File: config.mk
export PLATFORM = sky130hd
export DESIGN_NAME = vpc_regs
export DESIGN_NICKNAME = d
export VERILOG_FILES = /design/src/hdl/vpc_pkg.sv /design/src/hdl/vpc_regs.sv
export SDC_FILE = /design/constraint.sdc
export NUM_CORES = 1
export LEC_CHECK = 0
export ABC_AREA = 0
export BUFFER_PORTS_ARGS = -buffer_cell sky130_fd_sc_hd__buf_4
export CAP_MARGIN = 20
export CELL_PAD_IN_SITES_DETAIL_PLACEMENT = 1
export CELL_PAD_IN_SITES_GLOBAL_PLACEMENT = 2
export CORE_MARGIN = 2
export CORE_UTILIZATION = 32
export CTS_CLUSTER_SIZE = 40
export DETAILED_ROUTE_END_ITERATION = 6
export MAX_ROUTING_LAYER = met4
export PLACE_DENSITY = 0.76
export SKIP_CTS_REPAIR_TIMING = 1
export SYNTH_ARGS = -nofsm -noshare
export SYNTH_HDL_FRONTEND = slang
export SYNTH_SLANG_ARGS = --single-unit
File: constraint.sdc
create_clock -name sys_clk_in -period 2.1 [get_ports sys_clk_in]
set_input_delay 0.105 -clock sys_clk_in [delete_from_list [all_inputs] [get_ports sys_clk_in]]
set_output_delay 0.105 -clock sys_clk_in [all_outputs]
set_load 0.01 [all_outputs]
File: src/hdl/vpc_pkg.sv
// constants, register map and reset values for the video preamp control bank
// Operation
// third DAC register holds eight bits, all driven as DAC3 level
// fourth DAC register holds eight bits, all driven as DAC4 level
// offset register bits 2-0 give shared video DC offset
// offset register bits 4-3 give overlay contrast code
// global bit 0 set blanks video, clear passes video
// global bit 1 set powers down analog circuits for sleep
// host writes zero to global bits 2 and 5
// global bit 3 halves range of DACs 1-3
// global bit 4 mixes half of DAC4 into DACs 1-3
// host writes zero to increment mode test bit
// clamp register bits 2-0 select bandwidth, default 100
// clamp register bit 3 selects clamp polarity, zero positive
// writing one to soft reset bit reloads all other defaults
// soft reset aborts operations but not serial transaction in flight
// soft reset bit clears itself when reset completes
// increment enable zero advances address after each data byte
// reserved bits ignore writes and read zero
package vpc_pkg;
  localparam logic [7:0] ADDR_DAC3 = 8'h06;
  localparam logic [7:0] ADDR_DAC4 = 8'h07;
  localparam logic [7:0] ADDR_OFS = 8'h08;
  localparam logic [7:0] ADDR_GLB = 8'h09;
  localparam logic [7:0] ADDR_INC = 8'h0a;
  localparam logic [7:0] ADDR_CLB = 8'h0b;
  localparam logic [7:0] ADDR_SOFT_RESET_TRIGGER = 8'h0f;
  localparam logic [7:0] DEF_DAC = 8'h80;
  localparam logic [7:0] DEF_OFS = 8'h15;
  localparam logic [7:0] DEF_GLB = 8'h00;
  localparam logic [7:0] DEF_INC = 8'h00;
  localparam logic [7:0] DEF_CLB = 8'h04;
  localparam logic [7:0] MASK_DAC = 8'hff;
  localparam logic [7:0] MASK_OFS = 8'h1f;
  localparam logic [7:0] MASK_GLB = 8'h3f;
  localparam logic [7:0] MASK_INC = 8'h03;
  localparam logic [7:0] MASK_CLB = 8'h0f;
  localparam logic [7:0] MASK_SOFT_RESET_TRIGGER = 8'h01;
  localparam int OFS_LSB = 0;
  localparam int OFS_MSB = 2;
  localparam int OSD_LSB = 3;
  localparam int OSD_MSB = 4;
  localparam int GLB_BLANK = 0;
  localparam int GLB_PWR = 1;
  localparam int GLB_HALF = 3;
  localparam int GLB_MIX = 4;
  localparam int INC_EN_BIT = 0;
  localparam int CLB_BW_MSB = 2;
  localparam int CLB_POL = 3;
  localparam int SOFT_RESET_TRIGGER_BIT = 0;
  localparam logic [7:0] ADDR_ONE = 8'h01;
  localparam logic [7:0] ADDR_DEF = 8'h00;
  localparam logic [7:0] RD_DEF = 8'h00;
  localparam int CLB_BW_LSB = 0;
endpackage : vpc_pkg

File: src/hdl/vpc_regs.sv
// control register bank behind the serial byte interface
`timescale 1ns/1ps
module vpc_regs (
  // clock and reset
  input wire logic sys_clk_in,
  input wire logic rst_b_in,
  // byte interface from serial protocol engine
  input wire logic addr_load_in,
  input wire logic [7:0] addr_in,
  input wire logic wr_stb_in,
  input wire logic [7:0] wr_data_in,
  input wire logic rd_stb_in,
  output logic [7:0] rd_data_out,
  output logic soft_reset_active_out,
  // analog control levels
  output logic [7:0] dac3_level_out,
  output logic [7:0] dac4_level_out,
  output logic [2:0] video_offset_code_out,
  output logic [1:0] overlay_contrast_code_out,
  output logic blank_video_out,
  output logic power_save_out,
  output logic dac123_half_range_out,
  output logic dac4_mix_enable_out,
  output logic [2:0] bandwidth_select_out,
  output logic clamp_polarity_out
);
  // pointer state
  logic [7:0] addr_reg;
  logic [7:0] addr_next;

  // level and control registers
  logic [7:0] dac3_reg;
  logic [7:0] dac3_next;
  logic [7:0] dac4_reg;
  logic [7:0] dac4_next;
  logic [7:0] ofs_reg;
  logic [7:0] ofs_next;
  logic [7:0] glb_reg;
  logic [7:0] glb_next;
  logic [7:0] inc_reg;
  logic [7:0] inc_next;
  logic [7:0] clb_reg;
  logic [7:0] clb_next;

  // self-clearing soft reset
  logic soft_reset_trigger_reg;
  logic soft_reset_trigger_next;

  // read capture
  logic [7:0] rd_reg;
  logic [7:0] rd_next;
  logic [7:0] rd_mux;

  // strobe decode
  logic load_sel;
  logic wr_sel;
  logic rd_sel;
  logic step_sel;

  // write address hits
  logic hit_dac3;
  logic hit_dac4;
  logic hit_ofs;
  logic hit_glb;
  logic hit_inc;
  logic hit_clb;
  logic hit_soft_reset_trigger;

  // masked write values
  logic [7:0] wr_dac_val;
  logic [7:0] wr_ofs_val;
  logic [7:0] wr_glb_val;
  logic [7:0] wr_inc_val;
  logic [7:0] wr_clb_val;

  // one strobe per edge: pointer load first, then write, then read
  always_comb begin
    load_sel = addr_load_in;
    wr_sel = !addr_load_in && wr_stb_in;
    rd_sel = !addr_load_in && !wr_stb_in && rd_stb_in;
    step_sel = (wr_sel || rd_sel) && !inc_reg[vpc_pkg::INC_EN_BIT];
  end

  // a write lands only on the register the pointer names
  always_comb begin
    hit_dac3 = wr_sel && (addr_reg == vpc_pkg::ADDR_DAC3);
    hit_dac4 = wr_sel && (addr_reg == vpc_pkg::ADDR_DAC4);
    hit_ofs = wr_sel && (addr_reg == vpc_pkg::ADDR_OFS);
    hit_glb = wr_sel && (addr_reg == vpc_pkg::ADDR_GLB);
    hit_inc = wr_sel && (addr_reg == vpc_pkg::ADDR_INC);
    hit_clb = wr_sel && (addr_reg == vpc_pkg::ADDR_CLB);
    hit_soft_reset_trigger = wr_sel && (addr_reg == vpc_pkg::ADDR_SOFT_RESET_TRIGGER);
  end

  // reserved bits are dropped before they are stored
  always_comb begin
    wr_dac_val = wr_data_in & vpc_pkg::MASK_DAC;
    wr_ofs_val = wr_data_in & vpc_pkg::MASK_OFS;
    wr_glb_val = wr_data_in & vpc_pkg::MASK_GLB;
    wr_inc_val = wr_data_in & vpc_pkg::MASK_INC;
    wr_clb_val = wr_data_in & vpc_pkg::MASK_CLB;
  end

  // register at the current pointer, reserved bits masked to zero
  always_comb begin
    case (addr_reg)
      vpc_pkg::ADDR_DAC3: begin
        rd_mux = dac3_reg;
      end
      vpc_pkg::ADDR_DAC4: begin
        rd_mux = dac4_reg;
      end
      vpc_pkg::ADDR_OFS: begin
        rd_mux = ofs_reg & vpc_pkg::MASK_OFS;
      end
      vpc_pkg::ADDR_GLB: begin
        rd_mux = glb_reg & vpc_pkg::MASK_GLB;
      end
      vpc_pkg::ADDR_INC: begin
        rd_mux = inc_reg & vpc_pkg::MASK_INC;
      end
      vpc_pkg::ADDR_CLB: begin
        rd_mux = clb_reg & vpc_pkg::MASK_CLB;
      end
      vpc_pkg::ADDR_SOFT_RESET_TRIGGER: begin
        rd_mux = {7'h00, soft_reset_trigger_reg};
      end
      default: begin
        rd_mux = vpc_pkg::RD_DEF;
      end
    endcase
  end

  // pointer wraps past the top; soft reset leaves it alone so the
  // serial transfer in flight keeps its place
  always_comb begin
    addr_next = addr_reg;
    if (load_sel) begin
      addr_next = addr_in;
    end else if (step_sel) begin
      addr_next = addr_reg + vpc_pkg::ADDR_ONE;
    end
  end

  always_ff @(posedge sys_clk_in or negedge rst_b_in) begin
    if (!rst_b_in) begin
      addr_reg <= vpc_pkg::ADDR_DEF;
    end else begin
      addr_reg <= addr_next;
    end
  end

  // third dac level; all eight bits reach the dac
  // no reserved bits, so the write mask keeps every bit
  always_comb begin
    dac3_next = dac3_reg;

    if (soft_reset_trigger_reg) begin
      dac3_next = vpc_pkg::DEF_DAC;
    end

    // a write in the reload cycle wins over the default
    if (hit_dac3) begin
      dac3_next = wr_dac_val;
    end
  end

  always_ff @(posedge sys_clk_in or negedge rst_b_in) begin
    if (!rst_b_in) begin
      dac3_reg <= vpc_pkg::DEF_DAC;
    end else begin
      dac3_reg <= dac3_next;
    end
  end

  // fourth dac level, also the source of the optional mix
  // into the other three dacs
  always_comb begin
    dac4_next = dac4_reg;

    if (soft_reset_trigger_reg) begin
      dac4_next = vpc_pkg::DEF_DAC;
    end

    // a write in the reload cycle wins over the default
    if (hit_dac4) begin
      dac4_next = wr_dac_val;
    end
  end

  always_ff @(posedge sys_clk_in or negedge rst_b_in) begin
    if (!rst_b_in) begin
      dac4_reg <= vpc_pkg::DEF_DAC;
    end else begin
      dac4_reg <= dac4_next;
    end
  end

  // shared video offset and overlay contrast; the top three
  // bits are reserved and never stored
  always_comb begin
    ofs_next = ofs_reg;

    if (soft_reset_trigger_reg) begin
      ofs_next = vpc_pkg::DEF_OFS;
    end

    // a write in the reload cycle wins over the default
    if (hit_ofs) begin
      ofs_next = wr_ofs_val;
    end
  end

  always_ff @(posedge sys_clk_in or negedge rst_b_in) begin
    if (!rst_b_in) begin
      ofs_reg <= vpc_pkg::DEF_OFS;
    end else begin
      ofs_reg <= ofs_next;
    end
  end

  // global video controls; the two must-be-zero bits are kept as
  // written, the host is expected to leave them at zero
  always_comb begin
    glb_next = glb_reg;

    if (soft_reset_trigger_reg) begin
      glb_next = vpc_pkg::DEF_GLB;
    end

    // a write in the reload cycle wins over the default
    if (hit_glb) begin
      glb_next = wr_glb_val;
    end
  end

  always_ff @(posedge sys_clk_in or negedge rst_b_in) begin
    if (!rst_b_in) begin
      glb_reg <= vpc_pkg::DEF_GLB;
    end else begin
      glb_reg <= glb_next;
    end
  end

  // address step control; the test bit is kept as written,
  // the host is expected to leave it at zero
  always_comb begin
    inc_next = inc_reg;

    if (soft_reset_trigger_reg) begin
      inc_next = vpc_pkg::DEF_INC;
    end

    // a write in the reload cycle wins over the default
    if (hit_inc) begin
      inc_next = wr_inc_val;
    end
  end

  always_ff @(posedge sys_clk_in or negedge rst_b_in) begin
    if (!rst_b_in) begin
      inc_reg <= vpc_pkg::DEF_INC;
    end else begin
      inc_reg <= inc_next;
    end
  end

  // bandwidth code and clamp polarity; the power-on value gives
  // a middle bandwidth and a positive clamp
  always_comb begin
    clb_next = clb_reg;

    if (soft_reset_trigger_reg) begin
      clb_next = vpc_pkg::DEF_CLB;
    end

    // a write in the reload cycle wins over the default
    if (hit_clb) begin
      clb_next = wr_clb_val;
    end
  end

  always_ff @(posedge sys_clk_in or negedge rst_b_in) begin
    if (!rst_b_in) begin
      clb_reg <= vpc_pkg::DEF_CLB;
    end else begin
      clb_reg <= clb_next;
    end
  end

  // set by a write, held for one cycle while the defaults load;
  // a new write in that cycle wins over the self-clear
  always_comb begin
    soft_reset_trigger_next = 1'b0;

    if (hit_soft_reset_trigger) begin
      soft_reset_trigger_next = wr_data_in[vpc_pkg::SOFT_RESET_TRIGGER_BIT];
    end
  end

  always_ff @(posedge sys_clk_in or negedge rst_b_in) begin
    if (!rst_b_in) begin
      soft_reset_trigger_reg <= 1'b0;
    end else begin
      soft_reset_trigger_reg <= soft_reset_trigger_next;
    end
  end

  // read byte holds until the next read strobe
  always_comb begin
    rd_next = rd_reg;
    if (rd_sel) begin
      rd_next = rd_mux;
    end
  end

  always_ff @(posedge sys_clk_in or negedge rst_b_in) begin
    if (!rst_b_in) begin
      rd_reg <= vpc_pkg::RD_DEF;
    end else begin
      rd_reg <= rd_next;
    end
  end

  // outputs straight from flip-flops
  // read side
  assign rd_data_out = rd_reg;
  assign soft_reset_active_out = soft_reset_trigger_reg;

  // dac levels
  assign dac3_level_out = dac3_reg;
  assign dac4_level_out = dac4_reg;

  // offset and overlay contrast
  assign video_offset_code_out =
    ofs_reg[vpc_pkg::OFS_MSB:vpc_pkg::OFS_LSB];
  assign overlay_contrast_code_out =
    ofs_reg[vpc_pkg::OSD_MSB:vpc_pkg::OSD_LSB];

  // global video controls
  assign blank_video_out = glb_reg[vpc_pkg::GLB_BLANK];
  assign power_save_out = glb_reg[vpc_pkg::GLB_PWR];
  assign dac123_half_range_out = glb_reg[vpc_pkg::GLB_HALF];
  assign dac4_mix_enable_out = glb_reg[vpc_pkg::GLB_MIX];

  // clamp and bandwidth
  assign bandwidth_select_out =
    clb_reg[vpc_pkg::CLB_BW_MSB:vpc_pkg::CLB_BW_LSB];
  assign clamp_polarity_out = clb_reg[vpc_pkg::CLB_POL];
endmodule : vpc_regs

==> flow_summary.yaml <==
outcome:
  outcome: "completed"
run:
  cap_violations: 0
setup_path:
  cp.arrival_ps: 2120
  start_kind: "flip-flop"
  crit_type: "flip-flop to flip-flop"
  max_stage_delay_ps: 620
  critPathRequiredTime_ps: 2340
  cp_slowest_cell: "or4_4"
  path_cells: "or4_4, or2_1, o22ai_1, a22o_1"
  critPathMaxFanout: 7
  worstSetupEndpointType: "flip-flop"
logic_synthesis:
  synth_edf_count: 0
  synthDistinctLibCells: 41
  ys_seq_elements: 50
  synthFlopType: "dfrtp_1"
  synthArstFlopShare_pct: 100
  synth_cells: 266
  syn-cell-area_mm2: 0.00246
  synth.yosys.seq_area_share_pct: 51.1
  ys_warn_count: 0
  postSynthAreaPerCell_um2: 9.26
  syn_nets: 291
clock_network:
  clockBufferDepth: 2
  htree_levels: 2
  cts_buffers: 5
  clock-sinks: 50
  clockRootBuffer: "clkbuf_8"
  worst_skew_pair.late_latency_ps: 300
  clkSlewWorstSetupHoldPaths_ps: 90
  cts_tree: "done"
sta:
  slew_headroom_pct: 56.1
  slew_violations: 0
  setup_tns_ps: 0
  fin_crit_ps: 1880
  fin_worst_skew_ps: 5.67
  max_freq_ghz: 0.531
  timing.final.crit_share_pct: 89.6
  finalSetupViolations: 0
  tightest_slew_ps: 658
  hold_viol_final: 0
  rsz0062_at_grt: "false"
final_layout:
  num-nets-final: 353
  antenna_cells: 0
  drive_gt1_share_pct: 27.4
  fin_util_pct: 42.5
  area_growth_pct: 27.3
route:
  drt-pass1-iter-count: 4
  postRouteAntennaNets: 0
  vias_per_cell: 5.14
  dr_total_vias: 2199
  wl_per_cell_um: 17.6
  drc: 0
  wirelength_mm: 7.52
  drt_iter0_drc: 117
grt:
  grt_pass1_wl_mm: 12.6
  grt_usage_pct: 19.6
  overflow: 0
  grt_max_degree: 51
  grt_pass1_vias: 2310
  antenna_found_initial: 0
floorplan:
  initial_core_util_pct: 33.4
  die_x_um: 91.7
  die-area_mm2: 0.00841
  rows: 31
  floorplan.core_area_mm2: 0.00737
  die_y_um: 91.7
  ioPinCount: 59
power_and_ir_drop:
  ir_worst_vdd_mv: 0.351
  power_density_mw_per_mm2: 776
  power.total_mw: 2.43
  p_leak_nw: 1.42
place:
  routabilityCongestion: 0.791
  port-buffer-count: 58
  dp_hpwl_mm: 5.46
min_path:
  hold_path_class: "primary input to flip-flop"
[Yosys cell counts (2+ instances only)]
| master | number | share of area (%) |
|---|---|---|
| a21oi_1 | 6 | 1.2 |
| a222oi_1 | 3 | 1.2 |
| a22o_1 | 9 | 3.2 |
| a22oi_1 | 8 | 2.4 |
| buf_4 | 2 | 0.61 |
| clkbuf_1 | 12 | 1.8 |
| dfrtp_1 | 44 | 45 |
| dfstp_2 | 6 | 6.4 |
| ha_1 | 4 | 2.0 |
| inv_1 | 8 | 1.2 |
| nand2_1 | 62 | 9.5 |
| nand2b_1 | 2 | 0.51 |
| nand3_1 | 6 | 1.2 |
| nand3b_1 | 2 | 0.61 |
| nand4_1 | 4 | 1.0 |
| nor2_1 | 12 | 1.8 |
| nor2b_1 | 2 | 0.51 |
| nor3_1 | 4 | 0.81 |
| nor3_4 | 2 | 1.3 |
| nor4_1 | 2 | 0.51 |
| o21ai_0 | 24 | 4.9 |
| o21ai_1 | 14 | 2.8 |
| o22ai_1 | 5 | 1.3 |
| xnor2_1 | 5 | 1.8 |
| xor2_1 | 2 | 0.71 |
[worst paths after layout]
check / startpoint / end / slack [ps] / cells after the start
max in group asynchronous: rst_b_in / dac4_level_out[4] / 1280 / 2
min: addr_in[6] / addr_reg[6] / 9 / 3
min reg2reg: rd_data_out[7] / rd_data_out[7] / 520 / 1
min in group asynchronous: rst_b_in / glb_reg[0] / 380 / 2
max reg2reg: addr_reg[5] / rd_data_out[2] / 220 / 4
max: addr_reg[5] / rd_data_out[2] / 220 / 4
[cells by family after synthesis]
family | after synthesis | synth area share, %
muxes | 1 | 0.457
AOI/OAI and AO/OA | 76 | 19.6
DFF | 50 | 51.1
buffers and inverters | 24 | 4.27
xor gates and xnor gates | 7 | 2.49
and+or+nand+nor | 104 | 20.0
adders and majority gates | 4 | 2.03
[per-layer routing]
layer  track usage [%]  part of all wire (%)  vias up
met2              31.1                    47       52
met3              3.29                   4.2        4
met5                 -                     0        -
li1                  -                     -     1058
met4              3.73                  0.48        0
met1              26.8                    48     1085
[worst max-delay path: cells and delay by family (launching register included)]
kind,cells,cell delay [ps]
and+or+nand+nor,2,980
DFF,1,440
AOI/OAI and AO/OA,2,410
[cells in the final DEF, fill, tap and decap left out, drive strengths merged, types with 7 or more instances in the layout]
cell type,instances
nand2,62
o21ai,38
dfrtp,44
nor2,12
a22oi,8
a22o,9
inv,8
nor3,7
clkbuf,7
buf,69
[per-stage QoR]
step	hold WS, ps	instances	setup slack [ps]	area, µm²
CTS	-142	427	218	3120
global placement	191	419	286	3030
finish	8.66	428	217	3130
detailed placement	184	419	258	3030
floorplan	-191	266	384	2460
global route	25.6	428	89.4	3130
[power breakdown]
part	internal [mW]	total [mW]	switching, mW
clock network	0.267	0.588	0.321
logic	0.291	0.603	0.312
registers	1.10	1.24	0.140
total	1.66	2.43	0.774
[cell type report]
class	instances	area, µm²
multi-input combinational	192	1100
tap	99	124
clock buffer	7	86.3
sequential	50	1260
fill	890	4240
timing repair buffer	70	528
clock inverter	1	5.00
inverter	9	33.8
(Power assumes the default switching activity.)
